## src/core/hbsb_pkg.sv

```systemverilog
// Overview of operation
// Names ending _n are asserted low
// Processor strobes cycle start with its attributes
// Address lines input, driven during snoops
// Cacheable reads return all eight byte lanes
// One transfer ready per data transfer
// Pipeline request before current cycle completes (code asserts it only together with the last transfer ready)
// Hold address bus during PCI DRAM access
// Snoop strobe inquires cache at driven address
// Abort a stalled processor cycle when required
// Processor flags dirty snoop hit, writes back
// Forward non-cache cycles to DRAM, PCI, config
// Route PCI master DRAM cycles with snooping
// Six-doubleword posting limit for PCI writes
// Eight-quadword limit for memory write buffer
// Parity or correction selectable, parity at reset
// Invalidate low for processor, per-kind on snoop
// Locked sequences block PCI access to DRAM
// Processor marks bursts with cacheable indication
// Hold PCI access until write-back absorbed
// Release hold and address after access completes
package hbsb_pkg;

  // ----------------------------------------
  // Widths and buffer sizes
  // ----------------------------------------
  localparam int ADDR_W          = 29;
  localparam int DATA_W          = 64;
  localparam int BE_W            = 8;
  localparam int PAYLOAD_W       = 2 + ADDR_W + BE_W + DATA_W;
  localparam int FIFO_DEPTH      = 32;
  localparam int PCI_POST_DWORDS = 6;
  localparam int MERGE_QWORDS    = 8;
  localparam logic [1:0] BURST_LAST = 2'h3;

  // ----------------------------------------
  // Timing counts in CORE_CLK cycles
  // ----------------------------------------
  localparam logic [3:0] HOLD_SETUP_CYC = 4'h2;
  localparam logic [3:0] SNOOP_DIRTY_HIT_N_WAIT_CYC  = 4'h2;
  localparam logic [4:0] ABORT_WAIT_CYC = 5'h10;

  // ----------------------------------------
  // Decode and reset values
  // ----------------------------------------
  localparam logic              ECC_SEL_RESET = 1'b0;
  localparam int                CFG_ECC_BIT   = 0;
  localparam logic [ADDR_W-1:0] CFG_ADDR      = 29'h0000019f;
  localparam logic [ADDR_W-1:0] DRAM_TOP      = 29'h02000000;

  typedef enum logic [1:0] {TGT_DRAM, TGT_PCI, TGT_CFG} hbsb_target_type;
  typedef enum logic [1:0] {C_IDLE, C_READ, C_WRITE, C_CFG} hbsb_cpu_type;
  typedef enum logic [2:0] {S_IDLE, S_HOLD, S_STROBE, S_HIT, S_WB, S_GRANT} hbsb_snoop_type;

  function automatic hbsb_target_type hbsb_route(input logic memio, input logic [ADDR_W-1:0] addr);
    if (!memio)
      hbsb_route = (addr == CFG_ADDR) ? TGT_CFG : TGT_PCI;
    else
      hbsb_route = (addr < DRAM_TOP) ? TGT_DRAM : TGT_PCI;
  endfunction

endpackage

```

## src/core/hbsb_bridge.sv

```systemverilog
`timescale 1ns/1ns
module hbsb_bridge
  import hbsb_pkg::*;
(
  // Clock and reset
  input  wire logic              CORE_CLK,
  input  wire logic              ARST_N,
  // Processor cycle inputs
  input  wire logic              CYCLE_START_STROBE_N,
  input  wire logic [BE_W-1:0]   BYTE_LANE_ENABLES_N,
  input  wire logic              HOST_MEMIO,
  input  wire logic              HOST_WRITE,
  input  wire logic              HOST_CACHEABLE_N,
  input  wire logic              HOST_LOCK_N,
  input  wire logic              L2_CLAIM,
  // Host address bus
  input  wire logic [ADDR_W-1:0] ADDR_IN,
  output logic      [ADDR_W-1:0] ADDR_OUT,
  output logic                   ADDR_OE,
  // Host data bus
  input  wire logic [DATA_W-1:0] DATA_IN,
  output logic      [DATA_W-1:0] DATA_OUT,
  output logic                   DATA_OE,
  // Processor control outputs
  output logic                   TRANSFER_READY_N,
  output logic                   PIPELINE_REQUEST_N,
  output logic                   CYCLE_ABORT_N,
  // Snoop signals
  output logic                   ADDR_BUS_HOLD,
  output logic                   SNOOP_STROBE_N,
  output logic                   CACHE_ALLOW_INVALIDATE,
  input  wire logic              SNOOP_DIRTY_HIT_N,
  // Forwarded read requests
  output logic                   FWD_REQ,
  output logic      [1:0]        FWD_TARGET,
  output logic      [ADDR_W-1:0] FWD_ADDR,
  output logic      [BE_W-1:0]   FWD_BE,
  output logic                   FWD_BURST,
  input  wire logic              FWD_RD_VALID,
  input  wire logic [DATA_W-1:0] FWD_RD_DATA,
  // Posted write drain
  output logic                   POST_VALID,
  input  wire logic              POST_READY,
  output logic      [1:0]        POST_TARGET,
  output logic      [ADDR_W-1:0] POST_ADDR,
  output logic      [BE_W-1:0]   POST_BE,
  output logic      [DATA_W-1:0] POST_DATA,
  // PCI master access to DRAM
  input  wire logic              PCI_DRAM_REQ,
  input  wire logic              PCI_DRAM_WRITE,
  input  wire logic [ADDR_W-1:0] PCI_DRAM_ADDR,
  input  wire logic              PCI_DRAM_DONE,
  output logic                   PCI_DRAM_GRANT,
  // Memory integrity mode
  output logic                   ECC_MODE
);

  hbsb_cpu_type    cpu_state;
  hbsb_snoop_type  snp_state;
  hbsb_target_type cyc_tgt;
  hbsb_target_type next_tgt;
  logic [ADDR_W-1:0]    cyc_addr;
  logic [BE_W-1:0]      cyc_be;
  logic                 cyc_burst;
  logic [1:0]           beat;
  logic [1:0]           last_beat;
  logic                 locked;
  logic                 wb_done;
  logic                 wb_seen;
  logic [4:0]           stall;
  logic [3:0]           snp_cnt;
  logic [3:0]           pci_dw;
  logic [3:0]           mem_qw;
  logic                 ads;
  logic                 room;
  logic                 push;
  logic                 pop;
  logic                 fifo_in_ready;
  logic                 do_abort;
  logic [PAYLOAD_W-1:0] push_word;
  logic [PAYLOAD_W-1:0] head_word;

  // ----------------------------------------
  // Cycle decode
  // ----------------------------------------
  assign ads       = !CYCLE_START_STROBE_N && !L2_CLAIM; // see R1 see R2
  assign next_tgt  = hbsb_route(HOST_MEMIO, ADDR_IN); // see R3
  assign last_beat = cyc_burst ? BURST_LAST : 2'h0;

  // ----------------------------------------
  // Posting buffer admission
  // ----------------------------------------
  always_comb begin
    if (cyc_tgt == TGT_PCI)
      room = (pci_dw <= 4'(PCI_POST_DWORDS - 2));
    else
      room = (mem_qw < 4'(MERGE_QWORDS));
  end

  // One push per beat; skip the cycle that shows ready
  assign push = (cpu_state == C_WRITE) && TRANSFER_READY_N && fifo_in_ready && room;
  assign pop  = POST_VALID && POST_READY;
  assign do_abort = (cpu_state == C_WRITE) && !push && (stall == ABORT_WAIT_CYC);

  assign push_word = {cyc_tgt, cyc_addr[ADDR_W-1:2], cyc_addr[1:0] ^ beat, cyc_be, DATA_IN};

  always_ff @(posedge CORE_CLK or negedge ARST_N) begin
    if (!ARST_N) begin
      pci_dw <= 4'h0;
      mem_qw <= 4'h0;
    end else begin
      pci_dw <= pci_dw + ((push && cyc_tgt == TGT_PCI) ? 4'h2 : 4'h0)
                       - ((pop && POST_TARGET == TGT_PCI) ? 4'h2 : 4'h0);
      mem_qw <= mem_qw + 4'((push && cyc_tgt == TGT_DRAM))
                       - 4'((pop && POST_TARGET == TGT_DRAM));
    end
  end

  hbsb_fifo #(
    .WIDTH (PAYLOAD_W),
    .DEPTH (FIFO_DEPTH)
  ) u_post (
    .clk       (CORE_CLK),
    .arst_n    (ARST_N),
    .in_valid  (push),
    .in_ready  (fifo_in_ready),
    .in_data   (push_word),
    .out_valid (POST_VALID),
    .out_ready (POST_READY),
    .out_data  (head_word)
  );

  assign POST_TARGET = head_word[PAYLOAD_W-1 -: 2];
  assign POST_ADDR   = head_word[ADDR_W+BE_W+DATA_W-1 -: ADDR_W];
  assign POST_BE     = head_word[BE_W+DATA_W-1 -: BE_W];
  assign POST_DATA   = head_word[DATA_W-1:0];

  // ----------------------------------------
  // Processor cycle engine
  // ----------------------------------------
  always_ff @(posedge CORE_CLK or negedge ARST_N) begin
    if (!ARST_N) begin
      cpu_state          <= C_IDLE;
      cyc_tgt            <= TGT_DRAM;
      cyc_addr           <= '0;
      cyc_be             <= '0;
      cyc_burst          <= 1'b0;
      beat               <= 2'h0;
      TRANSFER_READY_N   <= 1'b1;
      PIPELINE_REQUEST_N <= 1'b1;
      DATA_OUT           <= '0;
      DATA_OE            <= 1'b0;
      FWD_REQ            <= 1'b0;
      FWD_TARGET         <= 2'h0;
      FWD_ADDR           <= '0;
      FWD_BE             <= '0;
      FWD_BURST          <= 1'b0;
      wb_done            <= 1'b0;
    end else begin
      TRANSFER_READY_N   <= 1'b1;
      PIPELINE_REQUEST_N <= 1'b1;
      FWD_REQ            <= 1'b0;
      wb_done            <= 1'b0;
      unique case (cpu_state)
        C_IDLE: begin
          DATA_OE <= 1'b0;
          beat    <= 2'h0;
          if (ads) begin
            cyc_tgt   <= next_tgt;
            cyc_addr  <= ADDR_IN;
            cyc_burst <= !HOST_CACHEABLE_N && HOST_MEMIO;
            // Cacheable reads and write-backs cover every lane
            cyc_be    <= HOST_CACHEABLE_N ? ~BYTE_LANE_ENABLES_N : 8'hff;
            if (next_tgt == TGT_CFG) begin
              cpu_state <= C_CFG;
            end else if (HOST_WRITE) begin
              cpu_state <= C_WRITE;
            end else begin
              cpu_state  <= C_READ;
              FWD_REQ    <= 1'b1;
              FWD_TARGET <= next_tgt;
              FWD_ADDR   <= ADDR_IN;
              FWD_BE     <= HOST_CACHEABLE_N ? ~BYTE_LANE_ENABLES_N : 8'hff;
              FWD_BURST  <= !HOST_CACHEABLE_N && HOST_MEMIO;
            end
          end
        end
        C_READ: begin
          DATA_OE <= 1'b1;
          if (FWD_RD_VALID) begin
            DATA_OUT         <= FWD_RD_DATA;
            TRANSFER_READY_N <= 1'b0;
            beat             <= beat + 2'h1;
            if (beat == last_beat) begin
              PIPELINE_REQUEST_N <= 1'b0;
              cpu_state          <= C_IDLE;
            end
          end
        end
        C_WRITE: begin
          if (do_abort) begin
            cpu_state <= C_IDLE;
          end else if (push) begin
            TRANSFER_READY_N <= 1'b0;
            beat             <= beat + 2'h1;
            if (beat == last_beat) begin
              PIPELINE_REQUEST_N <= 1'b0;
              wb_done            <= cyc_burst;
              cpu_state          <= C_IDLE;
            end
          end
        end
        C_CFG: begin
          DATA_OE          <= !HOST_WRITE;
          DATA_OUT         <= '0;
          DATA_OUT[CFG_ECC_BIT] <= ECC_MODE;
          TRANSFER_READY_N <= 1'b0;
          cpu_state        <= C_IDLE;
        end
      endcase
    end
  end

  // ----------------------------------------
  // Abort when a write stalls too long
  // ----------------------------------------
  always_ff @(posedge CORE_CLK or negedge ARST_N) begin
    if (!ARST_N) begin
      stall         <= 5'h0;
      CYCLE_ABORT_N <= 1'b1;
    end else begin
      CYCLE_ABORT_N <= !(do_abort && PCI_DRAM_REQ);
      if (cpu_state != C_WRITE || push || do_abort)
        stall <= 5'h0;
      else if (PCI_DRAM_REQ && !locked)
        stall <= stall + 5'h1;
    end
  end

  // ----------------------------------------
  // Integrity mode select
  // ----------------------------------------
  always_ff @(posedge CORE_CLK or negedge ARST_N) begin
    if (!ARST_N)
      ECC_MODE <= ECC_SEL_RESET;
    else if (cpu_state == C_CFG && HOST_WRITE)
      ECC_MODE <= DATA_IN[CFG_ECC_BIT];
  end

  // ----------------------------------------
  // Lock tracking
  // ----------------------------------------
  always_ff @(posedge CORE_CLK or negedge ARST_N) begin
    if (!ARST_N)
      locked <= 1'b0;
    else if (ads && !HOST_LOCK_N)
      locked <= 1'b1;
    else if (HOST_LOCK_N && cpu_state == C_IDLE)
      locked <= 1'b0;
  end

  // ----------------------------------------
  // Snoop engine for PCI master DRAM access
  // ----------------------------------------
  always_ff @(posedge CORE_CLK or negedge ARST_N) begin
    if (!ARST_N) begin
      snp_state              <= S_IDLE;
      snp_cnt                <= 4'h0;
      wb_seen                <= 1'b0;
      ADDR_BUS_HOLD          <= 1'b0;
      ADDR_OUT               <= '0;
      ADDR_OE                <= 1'b0;
      SNOOP_STROBE_N         <= 1'b1;
      CACHE_ALLOW_INVALIDATE <= 1'b0;
      PCI_DRAM_GRANT         <= 1'b0;
    end else begin
      SNOOP_STROBE_N         <= 1'b1;
      CACHE_ALLOW_INVALIDATE <= 1'b0;
      unique case (snp_state)
        S_IDLE: begin
          if (PCI_DRAM_REQ && !locked && cpu_state == C_IDLE && !ads) begin
            ADDR_BUS_HOLD <= 1'b1;
            snp_cnt       <= HOLD_SETUP_CYC;
            snp_state     <= S_HOLD;
          end
        end
        S_HOLD: begin
          snp_cnt <= snp_cnt - 4'h1;
          if (snp_cnt == 4'h1) begin
            ADDR_OUT               <= PCI_DRAM_ADDR;
            ADDR_OE                <= 1'b1;
            SNOOP_STROBE_N         <= 1'b0; // see R8
            CACHE_ALLOW_INVALIDATE <= PCI_DRAM_WRITE;
            snp_state              <= S_STROBE;
          end
        end
        S_STROBE: begin
          snp_cnt   <= SNOOP_DIRTY_HIT_N_WAIT_CYC;
          snp_state <= S_HIT;
        end
        S_HIT: begin
          snp_cnt <= snp_cnt - 4'h1;
          if (!SNOOP_DIRTY_HIT_N) begin
            // Free the bus so the dirty line can be written back
            ADDR_OE       <= 1'b0;
            ADDR_BUS_HOLD <= 1'b0;
            wb_seen       <= 1'b0;
            snp_state     <= S_WB;
          end else if (snp_cnt == 4'h1) begin
            PCI_DRAM_GRANT <= 1'b1;
            snp_state      <= S_GRANT;
          end
        end
        S_WB: begin
          if (wb_done)
            wb_seen <= 1'b1;
          if ((wb_seen || wb_done) && mem_qw == 4'h0 && cpu_state == C_IDLE && !ads) begin
            ADDR_BUS_HOLD  <= 1'b1;
            PCI_DRAM_GRANT <= 1'b1;
            snp_state      <= S_GRANT;
          end
        end
        S_GRANT: begin
          if (PCI_DRAM_DONE) begin
            PCI_DRAM_GRANT <= 1'b0;
            ADDR_BUS_HOLD  <= 1'b0;
            ADDR_OE        <= 1'b0;
            snp_state      <= S_IDLE;
          end
        end
        default: begin
          snp_state <= S_IDLE;
        end
      endcase
    end
  end

endmodule

```

## src/core/hbsb_fifo.sv

```systemverilog
`timescale 1ns/1ns
module hbsb_fifo #(
  parameter int WIDTH = 8,
  parameter int DEPTH = 32
) (
  // Clock and reset
  input  wire logic             clk,
  input  wire logic             arst_n,
  // Fill side
  input  wire logic             in_valid,
  output logic                  in_ready,
  input  wire logic [WIDTH-1:0] in_data,
  // Drain side
  output logic                  out_valid,
  input  wire logic             out_ready,
  output logic      [WIDTH-1:0] out_data
);

  // DEPTH must be a power of two so the pointers wrap
  localparam int CW = $clog2(DEPTH) + 1;
  localparam logic [CW-1:0] FULL = CW'(DEPTH);

  logic [WIDTH-1:0] mem [DEPTH];
  logic [CW-2:0]    wr_ptr;
  logic [CW-2:0]    rd_ptr;
  logic [CW-1:0]    count;
  logic             push;
  logic             pop;

  assign in_ready = (count != FULL);
  assign push     = in_valid && in_ready;
  assign pop      = (count != '0) && (!out_valid || out_ready);

  always_ff @(posedge clk) begin
    if (push) begin
      mem[wr_ptr] <= in_data;
    end
  end

  always_ff @(posedge clk or negedge arst_n) begin
    if (!arst_n) begin
      wr_ptr <= '0;
      rd_ptr <= '0;
      count  <= '0;
    end else begin
      if (push) begin
        wr_ptr <= wr_ptr + (CW-1)'(1);
      end
      if (pop) begin
        rd_ptr <= rd_ptr + (CW-1)'(1);
      end
      count <= count + CW'(push) - CW'(pop);
    end
  end

  // Registered head word
  always_ff @(posedge clk or negedge arst_n) begin
    if (!arst_n) begin
      out_valid <= 1'b0;
      out_data  <= '0;
    end else if (pop) begin
      out_valid <= 1'b1;
      out_data  <= mem[rd_ptr];
    end else if (out_ready) begin
      out_valid <= 1'b0;
    end
  end

endmodule

```

## config.mk

```make
export PLATFORM = sky130hd
export DESIGN_NAME = hbsb_bridge
export DESIGN_NICKNAME = d
export VERILOG_FILES = /design/src/core/hbsb_pkg.sv /design/src/core/hbsb_bridge.sv /design/src/core/hbsb_fifo.sv
export SDC_FILE = /design/constraint.sdc
export NUM_CORES = 2
export LEC_CHECK = 0
export BUFFER_PORTS_ARGS = -buffer_cell sky130_fd_sc_hd__buf_4
export CORE_MARGIN = 5
export CORE_UTILIZATION = 30
export DETAILED_ROUTE_END_ITERATION = 10
export PLACE_DENSITY = 0.47
export SYNTH_ARGS = -nofsm -noshare
export SYNTH_HDL_FRONTEND = slang
export SYNTH_SLANG_ARGS = --single-unit
```

## constraint.sdc

```tcl
create_clock -name CORE_CLK -period 9.5 [get_ports CORE_CLK]
set_clock_uncertainty 0.1 [all_clocks]
set_input_delay 0.95 -clock CORE_CLK [delete_from_list [all_inputs] [get_ports CORE_CLK]]
set_output_delay 0.95 -clock CORE_CLK [all_outputs]
set_load 0.02 [all_outputs]
```

==> impl_metrics.env <==
export IMPL_critPathKind="reg -> reg"
export IMPL_overflow=0
export IMPL_final_cell_mix="edfxtp_1 (3296), mux4_2 (769), buf_4 (586)"
export IMPL_pin_count=456
export IMPL_synth_adder_area_share=0.00323
export IMPL_status="finished, final reports clean"
export IMPL_tritoncts="done"
export IMPL_netlist_area_um2=137000
export IMPL_wl_um=395000
export IMPL_final_nets=7321
export IMPL_hold_class="in -> reg"
export IMPL_yosysWarnings=0
export IMPL_fillers=42300
export IMPL_yosys_area_top_type_share=0.721
export IMPL_grt_pass1_wl_um=554000
export IMPL_slew_violations=0
export IMPL_dr_first_iter_drc_count=5521
export IMPL_cts_resized=0
export IMPL_synth_top_family_by_area="multiplexers"
export IMPL_synth_compound_area_frac=0.0410
export IMPL_syn_nets=6692
export IMPL_fin_crit_ns=5.70
export IMPL_fin_setup_tns_ns=0
export IMPL_syn_to_final_growth_pct=17.2
export IMPL_synth_seq_cells=3626
export IMPL_grt_max_degree=125
export IMPL_clk_latency_ns=0.97
export IMPL_synth_simple_area_share=0.0186
export IMPL_wl_per_cell_um=29.4
export IMPL_portBuffers=455
export IMPL_synthTopCellsByArea="edfxtp_1 (72%), mux4_2 (13%), dfrtp_1 (5.9%), a22oi_1 (1.9%), nand2_1 (0.80%)"
export IMPL_p_int_uw=32800
export IMPL_synth_seq_area_share=0.782
export IMPL_postSynthAreaPerCell_um2=21.3
export IMPL_die_h_um=686
export IMPL_drc=0
export IMPL_clockRootBuffer="clkbuf_16"
export IMPL_switching_share=0.317
export IMPL_viasPerCell=5.02
export IMPL_firstDrtPassIters=7
export IMPL_crit_buf_inv=2
export IMPL_crit_chain="nor2b_1 -> o211a_1 -> nand3_1 -> inv_1 -> nand2_1 -> nor2_4 -> buf_4"
export IMPL_synth_edff_count=3296
export IMPL_die_w_um=686
export IMPL_met3_usage=0.0333
export IMPL_slowest_delay_ns=1.14
export IMPL_clk_pin_slew_ns=0.06
export IMPL_die_area_um2=471000
export IMPL_dp_hpwl_um=222000
export IMPL_postSynthCellCount=6451
export IMPL_cts_sinks=3626
export IMPL_h_tree_depth=5
export IMPL_start_kind="flip-flop"
export IMPL_crit_path_end_kind="flip-flop"
export IMPL_grt_usage=0.163
export IMPL_p_seq_frac=0.419
export IMPL_drive_gt1_frac=0.279
export IMPL_clockBufferDepth=4
export IMPL_rsz0062_at_grt="false"
export IMPL_synth_top_area_cell="edfxtp_1"
export IMPL_path_max_fanout=50
export IMPL_grt_pass1_vias=71800
export IMPL_start_util=0.301
export IMPL_ys_flop_type="edfxtp_1"
export IMPL_cp_data_arrival_time_ns=6.10
export IMPL_p_total_uw=48000
export IMPL_holdWs_ns=0.133
export IMPL_gr_usage_met2=0.272
export IMPL_ir_worst_vdd_mv=0.245
export IMPL_rows=248
export IMPL_power_share_combinational=0.271
export IMPL_synth_area_mux_share=0.140
export IMPL_total_leakage_power_uw=0.0519
export IMPL_hold_viol=0
export IMPL_cp_data_required_time_ns=9.91
export IMPL_critPathTopFamily="simple AND/OR/NAND/NOR gates"
export IMPL_clkPwrFrac=0.311
export IMPL_cts_inserted_buffers=390
export IMPL_tightest_slew_ns=1.33
export IMPL_power_density_nw_per_um2=298
export IMPL_final_common_cell="edfxtp_1"
export IMPL_cap_viol_max_count=0
export IMPL_vias=67400
export IMPL_top_usage_layer="met2"
export IMPL_synth_distinct_cells=59
export IMPL_slew_headroom=0.111
export IMPL_async_flop_share=0.0910
export IMPL_max_freq_ghz=0.176
export IMPL_ant_nets=0
export IMPL_crit_slowest_cell="nor2_4"
export IMPL_post_cts_buffers=0
export IMPL_met1_usage=0.218
export IMPL_setup_violations=0
export IMPL_synthXorXnorAreaFrac=0.00134
export IMPL_place_congestion=0.766
export IMPL_antenna_found_initial=23
export IMPL_period_share=0.600
export IMPL_power_switching_uw=15200
export IMPL_core_area_um2=456000
[per-stage QoR]
stage | cells | worst slack [ns] | instance area [um2] | util
2_1_floorplan | 6451 | 2.71 | 137000 | -
3_3_place_gp | 12700 | 3.94 | 148000 | 0.325
3_5_place_dp | 12700 | 3.77 | 148000 | 0.325
4_1_cts | 13400 | 3.75 | 161000 | 0.352
5_1_grt | 13400 | 3.39 | 161000 | 0.352
6_report | 13400 | 3.80 | 161000 | 0.352
[final cells by class]
class,count,area (um2),area share
well taps,6000,7510,0.0467
diodes,11,27.5,0.000171
multi-input cells,2411,28400,0.177
clock buffers,541,10700,0.0665
inverters,37,139,0.000864
flip-flops and latches,3626,107000,0.667
clock inverters,183,1860,0.0115
repair buffers,614,4880,0.0304
[Yosys cell counts, drive strengths merged (6+ instances only)]
cell type	count
inv	37
o22ai	44
mux4	769
buf	177
mux2	85
o21ai	124
ha	29
clkbuf	200
xor2	10
nand4	13
xnor2	11
edfxtp	3296
nand2	294
nor2b	9
a22oi	354
a221oi	12
a21oi	152
nor2	79
a22o	57
mux2i	98
dfrtp	326
a31oi	32
a211oi	46
nor3	6
nand3	63
nand2b	72
[per-layer routing]
metal	up-vias	routed length, um
met5	-	13
met4	2	11300
met3	528	23300
met2	2030	193000
met1	36700	167000
li1	28100	-
[worst reg2reg max path, cell delays in order (launching register included)]
cell and delay (ns):
dfrtp_1 1.10, nor2b_1 0.34, o211a_1 0.23, nand3_1 0.23, inv_1 0.45, nand2_1 0.65, nor2_4 1.15, buf_4 0.96
[cells by family after synthesis]
| family | after synthesis |
|---|---|
| AOI/OAI and AO/OA | 840 |
| xor gates and xnor gates | 21 |
| adders and majority gates | 33 |
| buffers and inverters | 414 |
| DFF | 3626 |
| muxes | 952 |
| and+or+nand+nor | 565 |
[state kept, by name, summed over array words and instances (netlist names), 4 cells and up]
name	flops
DATA_OUT	64
u_post.rd_ptr	5
FWD_ADDR	29
ADDR_OUT	29
u_post.wr_ptr	5
u_post.count	6
cyc_addr	29
snp_cnt	4
u_post.mem	3296
cyc_be	8
FWD_BE	8
stall	5
u_post.out_data	103
mem_qw	4
[path summary, 6_finish.rpt]
path	startpoint	end	slack, ns	cells after the start
min in group asynchronous	ARST_N	FWD_REQ	0.60	2
min reg2reg	cyc_addr[22]	cyc_addr[22]	0.38	2
max reg2reg	cyc_tgt[0]	u_post.mem[25][63]	3.80	7
max	cyc_tgt[0]	u_post.mem[25][63]	3.80	7
min	ADDR_IN[27]	cyc_addr[27]	0.13	3
max in group asynchronous	ARST_N	u_post.rd_ptr[4]	7.34	3
[power groups by stage]
stage          combinational [uW]  sequential (uW)  clock [uW]
3_3_place_gp                13300            20400           0
5_1_grt                     14000            20200       16000
4_1_cts                     13300            20100       15300
3_5_place_dp                13300            20500           0
2_1_floorplan                7710            20600           0
6_report                    13000            20100       14900
[timing repair]
item	in CTS	in global routing
endpoints found under the setup margin	0	0
endpoints found under the hold margin	73	0
hold buffers	7	0
(Power assumes the default switching activity.)
